**src/hw/sol_pkg.sv**
```systemverilog
/*
 * constants of the system option and low-voltage register bank:
 * register indices, field positions, reset values and watchdog window counts.
 * assumes an 8-bit register port with a 3-bit register index.
 */
package sol_pkg;

    localparam int          ADDR_W          = 3;
    localparam int          DATA_W          = 8;

    // register indices on the register port
    localparam logic [2:0]  OFS_SYS_OPT2    = 3'h0;
    localparam logic [2:0]  OFS_PART_ID_HI  = 3'h1;
    localparam logic [2:0]  OFS_PART_ID_LO  = 3'h2;
    localparam logic [2:0]  OFS_PWR_CTRL1   = 3'h3;
    localparam logic [2:0]  OFS_IRQ_STATUS  = 3'h4;
    localparam logic [2:0]  OFS_IRQ_MASK    = 3'h5;

    // system_options_two fields
    localparam int          BIT_WD_CLK_SEL  = 7;
    localparam int          BIT_WD_WIN_EN   = 6;
    localparam int          BIT_CONV_TRIG   = 4;
    localparam int          POS_CLK_DIV     = 0;
    localparam int          CLK_DIV_W       = 3;

    // power_mgmt_status_control_one fields
    localparam int          BIT_LVW_FLAG    = 7;
    localparam int          BIT_LVW_ACK     = 6;
    localparam int          BIT_LVW_IE      = 5;
    localparam int          BIT_LVD_RE      = 4;
    localparam int          BIT_LVD_SE      = 3;
    localparam int          BIT_LVD_EN      = 2;
    localparam int          BIT_BG_BUF_EN   = 0;

    // part_id_high layout
    localparam int          POS_REVISION    = 4;
    localparam int          POS_PART_HI     = 0;

    // interrupt status and mask layout
    localparam int          IRQ_W           = 4;
    localparam int          EV_LVW_SET      = 0;
    localparam int          EV_WIN_VIOL     = 1;
    localparam int          EV_WD_SERVICED  = 2;
    localparam int          EV_LVD_TRIP     = 3;

    // reset values
    localparam logic        RST_WD_CLK_SEL  = 1'b0;
    localparam logic        RST_WD_WIN_EN   = 1'b0;
    localparam logic        RST_CONV_TRIG   = 1'b0;
    localparam logic [2:0]  RST_CLK_DIV     = 3'h0;
    localparam logic        RST_LVW_IE      = 1'b0;
    localparam logic        RST_LVD_RE      = 1'b1;
    localparam logic        RST_LVD_SE      = 1'b1;
    localparam logic        RST_LVD_EN      = 1'b1;
    localparam logic        RST_BG_BUF_EN   = 1'b0;
    localparam logic [3:0]  RST_IRQ_MASK    = 4'h0;

    // watchdog service sequence bytes
    localparam logic [7:0]  SVC_FIRST       = 8'h55;
    localparam logic [7:0]  SVC_SECOND      = 8'haa;

    // watchdog timeout select codes
    localparam logic [1:0]  WD_OFF          = 2'h0;
    localparam logic [1:0]  WD_SHORT        = 2'h1;
    localparam logic [1:0]  WD_MID          = 2'h2;

    // window-open counts, first three quarters of each period
    localparam int          WIN_BUS_SHORT   = 6144;
    localparam int          WIN_BUS_MID     = 49152;
    localparam int          WIN_BUS_LONG    = 196608;
    localparam int          WIN_LPO_SHORT   = 24;
    localparam int          WIN_LPO_MID     = 192;
    localparam int          WIN_LPO_LONG    = 768;
    localparam int          WD_CNT_W        = 18;

    typedef enum logic {
        SVC_IDLE  = 1'b0,
        SVC_ARMED = 1'b1
    } sol_svc_e;

endpackage

```
**src/hw/sol_regs.sv**
```systemverilog
/*
 * system option and low-voltage register bank: watchdog clock and window
 * control with service-window checking, converter trigger selection,
 * divided clock output, part identification, low-voltage warning and
 * detect control, sticky interrupt status with mask.
 * assumes a single-cycle register port with read data one cycle later,
 * and analog/status inputs already synchronous to i_clock.
 */
//
// Contract
// RULE1 - watchdog clock select is write-once; 0 picks 1 kHz clock, 1 bus clock.
// RULE2 - in window mode the 0x55, 0xaa service belongs in the last quarter.
// RULE3 - in window mode an early reset-status write resets.
// RULE4 - write-once bits take only the first write after reset.
// RULE5 - trigger select picks counter overflow (0) or interrupt pin (1).
// RULE6 - nonzero divide field drives clock out at bus rate over twice field.
// RULE7 - all-zero divide field disables the divided clock output.
// RULE8 - id registers are read-only with a fixed part number.
// RULE9 - high identification register holds a fixed silicon revision.
// RULE10 - warning flag sets below the warning point, holds until acknowledged.
// RULE11 - acknowledge clears the warning flag only once the warning is gone.
// RULE12 - warning interrupt enable raises a request while the flag is set.
// RULE13 - detect reset enable with detect enabled makes detection reset the part.
// RULE14 - stop enable keeps the detector running in stop mode when set.
// RULE15 - detect enable turns detection on and qualifies reset and stop enables.
// RULE16 - bandgap buffer enable turns the reference buffer on.
// RULE17 - software should write power control early to lock it.
// RULE18 - bus-clock window opens after 6144, 49152 or 196608 cycles.
// RULE19 - unused bits read zero and ignore writes.
`timescale 1ns/1ns
module sol_regs
    import sol_pkg::*;
#(
    parameter logic [11:0] PART_NUMBER    = 12'h5a3, // arbitrary value
    parameter logic [3:0]  SILICON_REV    = 4'h1,    // arbitrary value
    parameter int          WIN_OPEN_SHORT = WIN_BUS_SHORT,
    parameter int          WIN_OPEN_MID   = WIN_BUS_MID,
    parameter int          WIN_OPEN_LONG  = WIN_BUS_LONG
)(
    input  wire logic              i_clock,
    input  wire logic              i_nrst,
    input  wire logic              i_ce,
    input  wire logic [ADDR_W-1:0] i_addr,
    input  wire logic [DATA_W-1:0] i_wdata,
    input  wire logic              i_wr,
    input  wire logic              i_rd,
    output logic [DATA_W-1:0]      o_rdata,
    input  wire logic [1:0]        i_wd_timeout_sel,
    input  wire logic              i_lpo_tick,
    input  wire logic              i_rst_status_wr,
    input  wire logic [DATA_W-1:0] i_rst_status_data,
    input  wire logic              i_conv_hw_trigger_enable,
    input  wire logic              i_rtc_overflow,
    input  wire logic              i_irq_pin,
    input  wire logic              i_low_volt_warning,
    input  wire logic              i_low_volt_detect,
    input  wire logic              i_stop_mode,
    output logic                   o_wd_clock_select,
    output logic                   o_wd_window_enable,
    output logic                   o_wd_serviced,
    output logic                   o_wd_window_reset,
    output logic                   o_conv_trigger,
    output logic                   o_clock_out_pin,
    output logic                   o_clock_out_pin_en,
    output logic                   o_lvw_irq_req,
    output logic                   o_lvd_active,
    output logic                   o_lvd_reset,
    output logic                   o_bandgap_buffer_enable,
    output logic                   o_irq
);

    typedef struct packed {
        logic                 wd_clk_sel;
        logic                 wd_win_en;
        logic                 conv_trig_sel;
        logic [CLK_DIV_W-1:0] clk_div;
        logic                 opt2_locked;
        logic                 lvw_flag;
        logic                 lvw_ie;
        logic                 lvd_re;
        logic                 lvd_se;
        logic                 lvd_en;
        logic                 bg_buf_en;
        logic                 pwr1_locked;
        logic [IRQ_W-1:0]     irq_status;
        logic [IRQ_W-1:0]     irq_mask;
        logic [WD_CNT_W-1:0]  wd_count;
        sol_svc_e             svc;
        logic                 wd_serviced;
        logic                 win_reset;
        logic                 lvd_reset;
        logic                 lvd_seen;
        logic                 conv_trig;
        logic [DATA_W-1:0]    rdata;
    } sol_state_s;

    sol_state_s st_ff;
    sol_state_s nxt_st;

    logic [IRQ_W-1:0] events;
    logic             lvd_running;
    logic             wr_opt2;
    logic             wr_pwr1;

    // count at which the service window opens for the active source
    function automatic logic [WD_CNT_W-1:0] win_open(input logic bus_clk, input logic [1:0] sel);
        logic [WD_CNT_W-1:0] cnt;
        cnt = '0;
        if (bus_clk) begin
            if (sel == WD_SHORT) begin
                cnt = WD_CNT_W'(WIN_OPEN_SHORT); // [RULE18]
            end else if (sel == WD_MID) begin
                cnt = WD_CNT_W'(WIN_OPEN_MID); // [RULE18]
            end else begin
                cnt = WD_CNT_W'(WIN_OPEN_LONG); // [RULE18]
            end
        end else begin
            if (sel == WD_SHORT) begin
                cnt = WD_CNT_W'(WIN_LPO_SHORT);
            end else if (sel == WD_MID) begin
                cnt = WD_CNT_W'(WIN_LPO_MID);
            end else begin
                cnt = WD_CNT_W'(WIN_LPO_LONG);
            end
        end
        return cnt;
    endfunction

    // register read view, unused positions are zero
    function automatic logic [DATA_W-1:0] read_view(input sol_state_s s, input logic [ADDR_W-1:0] a);
        logic [DATA_W-1:0] d;
        d = '0; // [RULE19]
        if (a == OFS_SYS_OPT2) begin
            d[BIT_WD_CLK_SEL] = s.wd_clk_sel;
            d[BIT_WD_WIN_EN] = s.wd_win_en;
            d[BIT_CONV_TRIG] = s.conv_trig_sel;
            d[POS_CLK_DIV +: CLK_DIV_W] = s.clk_div;
        end else if (a == OFS_PART_ID_HI) begin
            d[POS_REVISION +: 4] = SILICON_REV; // [RULE9]
            d[POS_PART_HI +: 4] = PART_NUMBER[11:8]; // [RULE8]
        end else if (a == OFS_PART_ID_LO) begin
            d = PART_NUMBER[7:0]; // [RULE8]
        end else if (a == OFS_PWR_CTRL1) begin
            d[BIT_LVW_FLAG] = s.lvw_flag;
            d[BIT_LVW_IE] = s.lvw_ie;
            d[BIT_LVD_RE] = s.lvd_re;
            d[BIT_LVD_SE] = s.lvd_se;
            d[BIT_LVD_EN] = s.lvd_en;
            d[BIT_BG_BUF_EN] = s.bg_buf_en;
        end else if (a == OFS_IRQ_STATUS) begin
            d[IRQ_W-1:0] = s.irq_status;
        end else if (a == OFS_IRQ_MASK) begin
            d[IRQ_W-1:0] = s.irq_mask;
        end
        return d;
    endfunction

    assign wr_opt2 = i_wr && (i_addr == OFS_SYS_OPT2);
    assign wr_pwr1 = i_wr && (i_addr == OFS_PWR_CTRL1);

    // detector runs when enabled, and in stop mode only with stop enable
    assign lvd_running = st_ff.lvd_en && (!i_stop_mode || st_ff.lvd_se); // [RULE14] [RULE15]

    always_comb begin
        nxt_st             = st_ff;
        events             = '0;
        nxt_st.wd_serviced = 1'b0;
        nxt_st.win_reset   = 1'b0;

        // system_options_two: locked bits keep their first written value
        if (wr_opt2) begin
            if (!st_ff.opt2_locked) begin
                nxt_st.wd_clk_sel  = i_wdata[BIT_WD_CLK_SEL]; // [RULE1] [RULE4]
                nxt_st.wd_win_en   = i_wdata[BIT_WD_WIN_EN]; // [RULE4]
                nxt_st.opt2_locked = 1'b1; // [RULE4]
            end
            nxt_st.conv_trig_sel = i_wdata[BIT_CONV_TRIG];
            nxt_st.clk_div       = i_wdata[POS_CLK_DIV +: CLK_DIV_W];
        end

        // power_mgmt_status_control_one
        if (wr_pwr1) begin
            if (!st_ff.pwr1_locked) begin
                nxt_st.lvd_re      = i_wdata[BIT_LVD_RE]; // [RULE4] [RULE13]
                nxt_st.lvd_en      = i_wdata[BIT_LVD_EN]; // [RULE4] [RULE15]
                nxt_st.pwr1_locked = 1'b1; // [RULE4] [RULE17]
            end
            nxt_st.lvw_ie    = i_wdata[BIT_LVW_IE];
            nxt_st.lvd_se    = i_wdata[BIT_LVD_SE]; // [RULE14]
            nxt_st.bg_buf_en = i_wdata[BIT_BG_BUF_EN]; // [RULE16]
        end

        // warning flag: presence sets it, acknowledge clears only when gone
        if (i_low_volt_warning) begin
            nxt_st.lvw_flag = 1'b1; // [RULE10]
            events[EV_LVW_SET] = !st_ff.lvw_flag;
        end else if (wr_pwr1 && i_wdata[BIT_LVW_ACK]) begin
            nxt_st.lvw_flag = 1'b0; // [RULE11]
        end

        // detect reset request, held while the event lasts
        nxt_st.lvd_reset = lvd_running && st_ff.lvd_re && i_low_volt_detect; // [RULE13]
        nxt_st.lvd_seen  = lvd_running && i_low_volt_detect;
        events[EV_LVD_TRIP] = nxt_st.lvd_seen && !st_ff.lvd_seen;

        // watchdog period counter, restarted by a completed service
        if (i_wd_timeout_sel != WD_OFF && (st_ff.wd_clk_sel || i_lpo_tick)) begin
            if (st_ff.wd_count != '1) begin
                nxt_st.wd_count = st_ff.wd_count + 18'h1; // [RULE1]
            end
        end

        if (i_rst_status_wr && i_wd_timeout_sel != WD_OFF) begin
            if (st_ff.wd_win_en &&
                st_ff.wd_count < win_open(st_ff.wd_clk_sel, i_wd_timeout_sel)) begin
                // early write in window mode forces a reset
                nxt_st.win_reset      = 1'b1; // [RULE3]
                nxt_st.svc            = SVC_IDLE;
                events[EV_WIN_VIOL]   = 1'b1;
            end else begin
                case (st_ff.svc)
                    SVC_IDLE: begin
                        if (i_rst_status_data == SVC_FIRST) begin
                            nxt_st.svc = SVC_ARMED; // [RULE2]
                        end
                    end
                    SVC_ARMED: begin
                        if (i_rst_status_data == SVC_SECOND) begin
                            nxt_st.wd_count        = '0; // [RULE2]
                            nxt_st.wd_serviced     = 1'b1;
                            events[EV_WD_SERVICED] = 1'b1;
                            nxt_st.svc             = SVC_IDLE;
                        end else if (i_rst_status_data != SVC_FIRST) begin
                            nxt_st.svc = SVC_IDLE;
                        end
                    end
                    default: begin
                        nxt_st.svc = SVC_IDLE;
                    end
                endcase
            end
        end

        // converter hardware trigger source
        if (i_conv_hw_trigger_enable) begin
            nxt_st.conv_trig = st_ff.conv_trig_sel ? i_irq_pin : i_rtc_overflow; // [RULE5]
        end else begin
            nxt_st.conv_trig = 1'b0;
        end

        // interrupt status: read clears, a same-cycle event wins
        if (i_wr && i_addr == OFS_IRQ_MASK) begin
            nxt_st.irq_mask = i_wdata[IRQ_W-1:0];
        end
        if (i_rd && i_addr == OFS_IRQ_STATUS) begin
            nxt_st.irq_status = events;
        end else begin
            nxt_st.irq_status = st_ff.irq_status | events;
        end

        // read data stands only in the cycle after the strobe
        nxt_st.rdata = i_rd ? read_view(st_ff, i_addr) : '0; // [RULE8] [RULE19]
    end

    always_ff @(posedge i_clock) begin
        if (!i_nrst) begin
            st_ff.wd_clk_sel    <= RST_WD_CLK_SEL;
            st_ff.wd_win_en     <= RST_WD_WIN_EN;
            st_ff.conv_trig_sel <= RST_CONV_TRIG;
            st_ff.clk_div       <= RST_CLK_DIV;
            st_ff.opt2_locked   <= 1'b0;
            st_ff.lvw_flag      <= 1'b0;
            st_ff.lvw_ie        <= RST_LVW_IE;
            st_ff.lvd_re        <= RST_LVD_RE;
            st_ff.lvd_se        <= RST_LVD_SE;
            st_ff.lvd_en        <= RST_LVD_EN;
            st_ff.bg_buf_en     <= RST_BG_BUF_EN;
            st_ff.pwr1_locked   <= 1'b0;
            st_ff.irq_status    <= '0;
            st_ff.irq_mask      <= RST_IRQ_MASK;
            st_ff.wd_count      <= '0;
            st_ff.svc           <= SVC_IDLE;
            st_ff.wd_serviced   <= 1'b0;
            st_ff.win_reset     <= 1'b0;
            st_ff.lvd_reset     <= 1'b0;
            st_ff.lvd_seen      <= 1'b0;
            st_ff.conv_trig     <= 1'b0;
            st_ff.rdata         <= '0;
        end else if (i_ce) begin
            st_ff <= nxt_st;
        end
    end

    sol_clkdiv u_clkdiv (
        .i_clock      (i_clock),
        .i_nrst       (i_nrst),
        .i_ce         (i_ce),
        .i_div        (st_ff.clk_div),
        .o_clk_out    (o_clock_out_pin),
        .o_clk_out_en (o_clock_out_pin_en)
    );

    assign o_rdata                 = st_ff.rdata;
    assign o_wd_clock_select       = st_ff.wd_clk_sel; // [RULE1]
    assign o_wd_window_enable      = st_ff.wd_win_en;
    assign o_wd_serviced           = st_ff.wd_serviced;
    assign o_wd_window_reset       = st_ff.win_reset;
    assign o_conv_trigger          = st_ff.conv_trig;
    assign o_lvw_irq_req           = st_ff.lvw_ie && st_ff.lvw_flag; // [RULE12]
    assign o_lvd_active            = lvd_running;
    assign o_lvd_reset             = st_ff.lvd_reset;
    assign o_bandgap_buffer_enable = st_ff.bg_buf_en; // [RULE16]
    assign o_irq                   = |(st_ff.irq_status & st_ff.irq_mask);

endmodule

```
**src/hw/sol_clkdiv.sv**
```systemverilog
/*
 * divided bus-clock output: toggles every div cycles, so the output
 * period is twice div bus cycles; zero div disables the output.
 * assumes div is a register value stable for many cycles.
 */
`timescale 1ns/1ns
module sol_clkdiv
    import sol_pkg::*;
(
    input  wire logic                 i_clock,
    input  wire logic                 i_nrst,
    input  wire logic                 i_ce,
    input  wire logic [CLK_DIV_W-1:0] i_div,
    output logic                      o_clk_out,
    output logic                      o_clk_out_en
);

    typedef struct packed {
        logic [CLK_DIV_W-1:0] cnt;
        logic [CLK_DIV_W-1:0] div_seen;
        logic                 level;
        logic                 en;
    } sol_div_s;

    sol_div_s st_ff;
    sol_div_s nxt_st;

    always_comb begin
        nxt_st          = st_ff;
        nxt_st.div_seen = i_div;
        nxt_st.en       = (i_div != '0); // [RULE6] [RULE7]
        if (i_div == '0 || i_div != st_ff.div_seen) begin
            // restart cleanly whenever the ratio changes
            nxt_st.cnt   = '0;
            nxt_st.level = 1'b0; // [RULE7]
        end else if (st_ff.cnt == i_div - 3'h1) begin
            nxt_st.cnt   = '0;
            nxt_st.level = ~st_ff.level; // [RULE6]
        end else begin
            nxt_st.cnt = st_ff.cnt + 3'h1;
        end
    end

    always_ff @(posedge i_clock) begin
        if (!i_nrst) begin
            st_ff <= '0;
        end else if (i_ce) begin
            st_ff <= nxt_st;
        end
    end

    assign o_clk_out    = st_ff.level;
    assign o_clk_out_en = st_ff.en;

endmodule

```
**config.mk**
```make
export PLATFORM = sky130hd
export DESIGN_NAME = sol_regs
export DESIGN_NICKNAME = d
export VERILOG_FILES = /design/src/hw/sol_pkg.sv /design/src/hw/sol_regs.sv /design/src/hw/sol_clkdiv.sv
export SDC_FILE = /design/constraint.sdc
export NUM_CORES = 1
export LEC_CHECK = 0
export ABC_AREA = 0
export BUFFER_PORTS_ARGS = -buffer_cell sky130_fd_sc_hd__clkbuf_2
export CORE_MARGIN = 4
export CORE_UTILIZATION = 45
export CTS_BUF_LIST = sky130_fd_sc_hd__clkbuf_8
export DETAILED_ROUTE_END_ITERATION = 10
export GPL_TIMING_DRIVEN = 0
export PLACE_DENSITY = 0.68
export SKIP_LAST_GASP = 1
export SYNTH_ARGS = -nofsm -noshare
export SYNTH_HDL_FRONTEND = slang
export SYNTH_SLANG_ARGS = --single-unit
```
**constraint.sdc**
```tcl
create_clock -name i_clock -period 3.4 [get_ports i_clock]
set_clock_uncertainty 0.15 [all_clocks]
set_input_delay 0.68 -clock i_clock [delete_from_list [all_inputs] [get_ports i_clock]]
set_output_delay 0.68 -clock i_clock [all_outputs]
set_load 0.05 [all_outputs]
```
==> results of run 1 <==
-- per-stage QoR --
stage / total power, mW / util [%] / setup TNS (ns) / setup slack, ns / std cells
final: 1.728 / 55.67 / 0 / 0.1518 / 573
after detailed placement: 0.9224 / 52.22 / -1.708 / -0.1851 / 557
after global routing: 1.794 / 55.67 / 0 / 0.01334 / 573
after floorplan: 0.8649 / - / 0 / 0.3895 / 407
after CTS: 1.739 / 55.67 / 0 / 0.1533 / 573
after global placement: 0.9195 / 52.22 / -1.626 / -0.1713 / 557
-- routing by layer --
layer,GRT usage [%],wire length [microns]
met1,30.78,4578
met2,29.21,3586
met3,4.222,601
met4,6.872,161
met5,0,0
-- how the worst max path moves through the flow --
stage	startpoint	end	slack [ns]	cells past startpoint
after floorplan	i_wd_timeout_sel[0]	st_ff[14]$_SDFFE_PN0P_	0.39	10
after global placement	i_wd_timeout_sel[0]	st_ff[21]$_SDFFE_PN0P_	-0.17	11
after detailed placement	i_wd_timeout_sel[0]	st_ff[21]$_SDFFE_PN0P_	-0.19	11
after CTS	i_wd_timeout_sel[0]	st_ff[21]$_SDFFE_PN0P_	0.15	11
after global routing	o_wd_clock_select$_SDFFE_PN0P_	st_ff[27]$_SDFFE_PN0P_	0.01	9
final	i_wd_timeout_sel[0]	st_ff[21]$_SDFFE_PN0P_	0.15	11
-- Yosys cell counts, drive strengths merged (5+ instances only) --
master | instances | area [sq um]
dfxtp | 62 | 1241
nor2 | 35 | 131.4
nand2 | 33 | 123.9
a21oi | 21 | 105.1
mux2i | 20 | 200.2
ha | 18 | 225.2
nor3 | 18 | 90.09
nand3 | 17 | 85.08
a211oi | 16 | 132.6
o21ai | 15 | 86.33
clkbuf | 14 | 53.80
nand4 | 14 | 87.58
buf | 13 | 93.83
inv | 13 | 48.80
xnor2 | 9 | 78.83
nor4 | 7 | 50.05
xor2 | 7 | 61.31
or3 | 6 | 37.54
nand2b | 5 | 31.28
o2111ai | 5 | 50.04
-- cell type report --
type                            count  area [sq um]
Inverter                           15         56.30
Buffer                             27         147.6
Fill cell                         708          3284
Tap cell                           99         123.9
Timing Repair Buffer               51         255.2
Multi-Input combinational cell    303          2044
Clock buffer                       11         151.4
Clock inverter                      5         103.9
Sequential cell                    62          1241
-- registers in the layout (all words and copies together), names as in the netlist --
signal / flops
o_lvd_reset: 1
u_clkdiv.st_ff: 6
o_wd_serviced: 1
o_bandgap_buffer_enable: 1
o_wd_window_reset: 1
o_wd_window_enable: 1
u_clkdiv.o_clk_out_en: 1
u_clkdiv.o_clk_out: 1
o_wd_clock_select: 1
o_conv_trigger: 1
st_ff: 39
o_rdata: 8
-- cells by family after synthesis --
logic type                 share of synthesized area [%]
adders and majority gates                          6.454
AOI/OAI and AO/OA                                  16.85
xor gates and xnor gates                           4.697
muxes                                              6.059
and+or+nand+nor                                    24.53
DFF                                                35.57
buffers and inverters                              5.844
-- critical path, stage by stage --
cell      delay [ns]
clkbuf_2        0.09
inv_1           0.05
ha_1            0.30
or2_2           0.30
ha_1            0.32
nand4_1         0.09
a211oi_1        0.31
o21ai_1         0.26
a211oi_4        0.61
buf_6           0.22
nor3_1          0.06
-- report_power, final --
| part | switching, mW | leakage, nW | internal [mW] | total (mW) |
|---|---|---|---|---|
| registers | 0.0114 | 0.502 | 0.738 | 0.750 |
| clock network | 0.292 | 0.130 | 0.528 | 0.821 |
| logic | 0.100 | 0.945 | 0.0578 | 0.158 |
| total | 0.404 | 1.58 | 1.32 | 1.73 |
==> flow_summary.ini, run 1 <==
[clock_tree]
holdBufCountCts = 0
h-tree-depth = 3
cts_root_buf = clkbuf_8
cts_setup_buffers = 0
cts_tree = built
ctsResizeCount = 0
clock_latency_ns = 0.34
clock_path_buffers = 2
cts_made_buffers = 9
path_clk_slew_ns = 0.07
cts_sinks = 62

[run_status]
status = completed

[sta]
fmax_ghz = 0.3079
tightest_slew_ns = 0.8747
drv_slew = 0
slew_headroom_pct = 41.15
setup_viol = 0
hold_viol = 0
rsz0062_at_grt = false
period_share_pct = 95.54
whs_ns = 0.3163
fin_crit_ns = 3.248

[placement]
portBuffers = 51
place_congestion = 0.9570
hpwl_mm = 6.845
placed_area_sq_um = 3869

[synthesis]
synth_ff_type = dfxtp_1
seq_area_frac_synth_pct = 35.57
ys_async_sr_fraction_pct = 0
ys_types = 60
ys_warn_count = 0
syn_inst = 407
netlist_area_sq_um = 3490
postSynthAreaPerCell_sq_um = 8.574
synth_edf_count = 0
syn_nets = 459
ys_ff_latch = 62

[detailed_routing]
drt-initial-drc-count = 190
vias = 3224
drc = 0
vias_per_cell = 5.627
drtPass1Iterations = 5
wl_per_cell_microns = 15.58
drt-total-wl_mm = 8.927
drtAntennaViolNets = 0

[finish]
diodes = 0
layout_commonest_cell = dfxtp_1
final_cell_mix = dfxtp_1, clkbuf_2, nor2_1
nets = 521
syn_to_final_growth_pct = 18.18
drive_gt1_share_pct = 19.20
fin_area_sq_um = 4124

[die]
rows = 31
initial_core_util_pct = 47.10
design.portCount = 54
dieHeight_microns = 96.06
die_area_sq_um = 9228
core_area_sq_um = 7408
die_w_microns = 96.06

[grt]
grt_usage_pct = 20.61
grt_pass1_wl_mm = 14.66
antenna_found_initial = 0
grt_max_degree = 12
grt-ovfl-total = 0
grt_pass1_vias = 2980

[power_and_ir_drop]
leakage_nw = 1.577
ir_worst_vdd_v = 0.0002765
power.density_nw_per_um2 = 419.0

[min_path]
min_path_cells = 2
hold_path_end = o_conv_trigger$_SDFFE_PN0P_
min_path_type = reg2reg
min_from = o_conv_trigger$_SDFFE_PN0P_

[setup_path]
cp.arrival_ns = 3.30
reg2reg_slack_ns = 0.18
reg2regPathDepth = 9
rr_endpoint = st_ff[21]$_SDFFE_PN0P_
end_kind = register
critPathLaunchType = input port
critical_path_class = in2reg
cp.required_ns = 3.45
path_max_fanout = 10
r2r_start = o_wd_clock_select$_SDFFE_PN0P_

[run]
maxCapViolations = 0
Power figures use the tool's default switching activity.
==> run 2: changes to the inputs <==
--- a/config.mk
+++ b/config.mk
@@ -8,12 +8,11 @@
 export ABC_AREA = 0
 export BUFFER_PORTS_ARGS = -buffer_cell sky130_fd_sc_hd__clkbuf_2
 export CORE_MARGIN = 4
-export CORE_UTILIZATION = 45
+export CORE_UTILIZATION = 39
 export CTS_BUF_LIST = sky130_fd_sc_hd__clkbuf_8
 export DETAILED_ROUTE_END_ITERATION = 10
 export GPL_TIMING_DRIVEN = 0
-export PLACE_DENSITY = 0.68
-export SKIP_LAST_GASP = 1
+export PLACE_DENSITY = 0.6
 export SYNTH_ARGS = -nofsm -noshare
 export SYNTH_HDL_FRONTEND = slang
 export SYNTH_SLANG_ARGS = --single-unit
==> flow_summary.ini, run 2 (synthesis gave the netlist of run 1 again) <==
[clock_tree]
h-tree-depth = 3
cts_root_buf = clkbuf_8
path_clk_slew_ns = 0.07
cts_tree = built
holdBufCountCts = 0
clock_latency_ns = 0.33
cts_made_buffers = 9
clock_path_buffers = 2
cts_sinks = 62

[finish]
final_cell_mix = dfxtp_1, clkbuf_2, nor2_1
syn_to_final_growth_pct = 17.57
largest_reg_flops = 39
regMostFlops = st_ff
fin_area_sq_um = 4103
nets = 524
layout_commonest_cell = dfxtp_1
drive_gt1_share_pct = 19.50
diodes = 0

[placement]
placed_area_sq_um = 3880
pre_cts_ws_ns = -0.2620
place_congestion = 0.8806
portBuffers = 51
hpwl_mm = 7.098

[die]
die_area_sq_um = 10520
initial_core_util_pct = 40.01
dieHeight_microns = 102.6
design.portCount = 54
core_area_sq_um = 8721
rows = 34
die_w_microns = 102.6

[setup_path]
path_max_fanout = 10
critical_path_class = reg2reg
cp.required_ns = 3.44
end_kind = register
cp.arrival_ns = 3.16
critPathLaunchType = register

[detailed_routing]
drt-initial-drc-count = 172
vias = 3249
drt-total-wl_mm = 9.393
drc = 0
vias_per_cell = 5.554
drtAntennaViolNets = 0
drtPass1Iterations = 4
wl_per_cell_microns = 16.06

[sta]
fin_crit_ns = 3.121
rsz0062_at_grt = false
drv_slew = 0
setup_viol = 0
worst_slack_ns = 0.2787
hold_viol = 0
fmax_ghz = 0.3204
tightest_slew_ns = 0.9598
period_share_pct = 91.80
slew_headroom_pct = 35.43
whs_ns = 0.3161

[min_path]
min_path_type = reg2reg

[grt]
antenna_found_initial = 0
use_met1_pct = 26.72
grt_pass1_wl_mm = 14.90
grt-ovfl-total = 0
met2_usage_pct = 26.56
grt_max_degree = 12
grt.busiest_layer = met1
grt_use_met3_pct = 3.180
grt_pass1_vias = 3006
grt_usage_pct = 18.06

[power_and_ir_drop]
power.density_nw_per_um2 = 380.9
leakage_nw = 1.563
p_total_mw = 1.563
ir_worst_vdd_v = 0.0001896

[run_status]
status = completed

[run]
maxCapViolations = 0
run 2: changes by cell type in the layout (fill, tap and decap cells not counted), sizes merged:
cell      delta
buf          +3
bufinv       -2
clkbuf       -1
clkinv       +1
clkinvlp     +2
run 2: final timing paths:
| check | start | endpoint | slack, ns | depth (start not counted) |
|---|---|---|---|---|
| worst max-delay path | o_wd_clock_select$_SDFFE_PN0P_ | st_ff[28]$_SDFFE_PN0P_ | 0.28 | 9 |
| worst min-delay path | o_rdata[5]$_SDFFE_PN0P_ | o_rdata[5]$_SDFFE_PN0P_ | 0.32 | 2 |
| worst max register to register | o_wd_clock_select$_SDFFE_PN0P_ | st_ff[28]$_SDFFE_PN0P_ | 0.28 | 9 |
| worst min register to register | o_rdata[5]$_SDFFE_PN0P_ | o_rdata[5]$_SDFFE_PN0P_ | 0.32 | 2 |
run 2: critical path: stages, from the launching register on:
cell and delay, ns:
dfxtp_1 0.40, clkbuf_1 0.41, nand2_1 0.16, ha_1 0.33, nand4_1 0.14, nor4_1 0.41
o21ai_1 0.28, a211oi_4 0.44, buf_6 0.21, nor3_1 0.06
run 2: metrics by stage:
step	TNS, ns	instances	utilization [%]
after global routing	0	585	47.04
final	0	585	47.04
after floorplan	0	407	-
after detailed placement	-3.049	566	44.49
after global placement	-2.528	566	44.49
after CTS	0	582	46.79
run 2: per-layer routing:
layer / wire [microns] / vias up
met5: 0 / -
li1: - / 1619
met4: 91 / 0
met1: 4656 / 1517
met3: 606 / 8
met2: 4038 / 105
run 2: layout make-up:
| cell class | instances | area, sq um |
|---|---|---|
| Timing Repair Buffer | 54 | 277.8 |
| Clock buffer | 10 | 137.6 |
| Sequential cell | 62 | 1241 |
| Tap cell | 108 | 135.1 |
| Buffer | 27 | 147.6 |
| Clock inverter | 6 | 62.56 |
| Multi-Input combinational cell | 303 | 2044 |
| Fill cell | 868 | 4618 |
| Inverter | 15 | 56.30 |
run 2: repair_timing:
| action | 4_1_cts | 5_1_grt |
|---|---|---|
| gates resized for setup | 0 | 0 |
| setup buffers | 0 | 3 |
| hold endpoints to repair | 0 | 0 |
| setup endpoints to repair | 0 | 15 |
run 2: power breakdown:
group | switching (mW) | internal (mW)
combinational | 0.102 | 0.0580
sequential | 0.0115 | 0.738
clock | 0.298 | 0.356
total | 0.411 | 1.15
==> run 3: changes to the inputs <==
==> constraint.sdc (replaced) <==
create_clock -name i_clock -period 3.9 [get_ports i_clock]
set_clock_uncertainty 0.15 [all_clocks]
set_input_delay 0.78 -clock i_clock [delete_from_list [all_inputs] [get_ports i_clock]]
set_output_delay 0.78 -clock i_clock [all_outputs]
set_load 0.05 [all_outputs]
==> flow_summary.ini, run 3 (synthesis gave the netlist of run 1 again) <==
[sta]
drv_slew = 0
fin_crit_ns = 3.420
rsz0062_at_grt = false
slew_headroom_pct = 38.78
period_share_pct = 87.70
hold_viol = 0
fmax_ghz = 0.2924
setup_tns_ns = 0
setup_viol = 0
worst_slack_ns = 0.4795
tightest_slew_ns = 0.9099

[die]
initial_core_util_pct = 40.01
dieHeight_microns = 102.6
die_area_sq_um = 10520
core_area_sq_um = 8721
die_w_microns = 102.6
design.portCount = 54
rows = 34

[clock_tree]
cts_setup_buffers = 0
cts_made_buffers = 9
holdBufCountCts = 0
ctsResizeCount = 0
clock_latency_ns = 0.34
h-tree-depth = 3
cts_root_buf = clkbuf_8
path_clk_slew_ns = 0.07
cts_sinks = 62
cts_tree = built
clock_path_buffers = 2

[setup_path]
critPathLaunchType = input port
critical_path_class = in2reg
path_max_fanout = 10
cp.arrival_ns = 3.46
crit_buf_inv = 3
crit_chain = clkbuf_2 > inv_1 > ha_1 > nand2b_1 > ha_1 > nand4_1 > nor4_1 > o21ai_1 > a211oi_4 > buf_6 > nor3_1
cp.required_ns = 3.94
slowest_delay_ns = 0.62
critPathTopFamily = compound AO/OA/AOI/OAI gates
crit_top_cell = ha_1
end_kind = register
crit_slowest_cell = a211oi_4

[grt]
grt_pass1_wl_mm = 14.90
antenna_found_initial = 0
grt-ovfl-total = 0
grt_pass1_vias = 3006
grt_usage_pct = 18.06
grt_max_degree = 12

[power_and_ir_drop]
ir_worst_vdd_v = 0.0001674
seqPwrFrac_pct = 47.8
leakage_nw = 1.546
p_total_mw = 1.366
clkPwrFrac_pct = 42.0
power.switching_mw = 0.3622
p_comb_share_pct = 10.2
swShare_pct = 26.51
power.density_nw_per_um2 = 334.9
internal-power_mw = 1.004

[finish]
final_cell_mix = dfxtp_1, clkbuf_2, nor2_1
fin_area_sq_um = 4080
nets = 521
diodes = 0
syn_to_final_growth_pct = 16.92
largest_reg_flops = 39
regMostFlops = st_ff
drive_gt1_share_pct = 18.99
layout_commonest_cell = dfxtp_1

[detailed_routing]
drtPass1Iterations = 5
drc = 0
drt-total-wl_mm = 9.401
vias_per_cell = 5.562
drtAntennaViolNets = 0
wl_per_cell_microns = 16.15
drt-initial-drc-count = 171
vias = 3237

[run_status]
status = completed

[placement]
portBuffers = 51
pre_cts_ws_ns = 0.1380
placed_area_sq_um = 3880
place_congestion = 0.8806
hpwl_mm = 7.098

[run]
maxCapViolations = 0

[min_path]
min_path_type = reg2reg
## run 3: final timing paths
kind                                  start                 endpoint  slack [ns]  cells past startpoint
min                 o_rdata[5]$_SDFFE_PN0P_  o_rdata[5]$_SDFFE_PN0P_        0.32                      2
min reg2reg         o_rdata[5]$_SDFFE_PN0P_  o_rdata[5]$_SDFFE_PN0P_        0.32                      2
max                     i_wd_timeout_sel[0]   st_ff[28]$_SDFFE_PN0P_        0.48                     11
max reg2reg  o_wd_clock_select$_SDFFE_PN0P_   st_ff[28]$_SDFFE_PN0P_        0.57                      9
## run 3: metrics by stage
stage	hold slack, ns	util [%]	std cells
after CTS	0.3163	46.79	582
after floorplan	0.2910	-	407
after global routing	0.3358	46.79	582
after detailed placement	0.3070	44.49	566
after global placement	0.3002	44.49	566
final	0.3163	46.79	582
## run 3: layout make-up
type,instances,area (sq um)
Buffer,27,147.6
Clock buffer,10,137.6
Clock inverter,6,62.56
Fill cell,868,4641
Inverter,15,56.30
Multi-Input combinational cell,303,2044
Sequential cell,62,1241
Tap cell,108,135.1
Timing Repair Buffer,51,255.2
## run 3: worst register-to-register path, cell delays in order (launching register included)
cell	delay (ns)
dfxtp_1	0.40
clkbuf_1	0.42
nand2_1	0.16
ha_1	0.33
nand4_1	0.14
nor4_1	0.41
o21ai_1	0.28
a211oi_4	0.62
buf_6	0.23
nor3_1	0.06
## run 3: power by group through the flow
stage / clock [mW] / combinational, mW / sequential (mW)
3_3_place_gp: 0 / 0.136 / 0.668
4_1_cts: 0.577 / 0.139 / 0.653
6_report: 0.573 / 0.139 / 0.654
3_5_place_dp: 0 / 0.138 / 0.668
2_1_floorplan: 0 / 0.0821 / 0.672
5_1_grt: 0.605 / 0.153 / 0.655
## run 3: metal layers
| layer | routed length (microns) | global-route usage (%) | vias up |
|---|---|---|---|
| met5 | 0 | 0 | - |
| met4 | 118 | 5.651 | 0 |
| met3 | 631 | 3.180 | 14 |
| met2 | 4002 | 26.56 | 108 |
| met1 | 4649 | 26.72 | 1503 |
| li1 | - | - | 1612 |
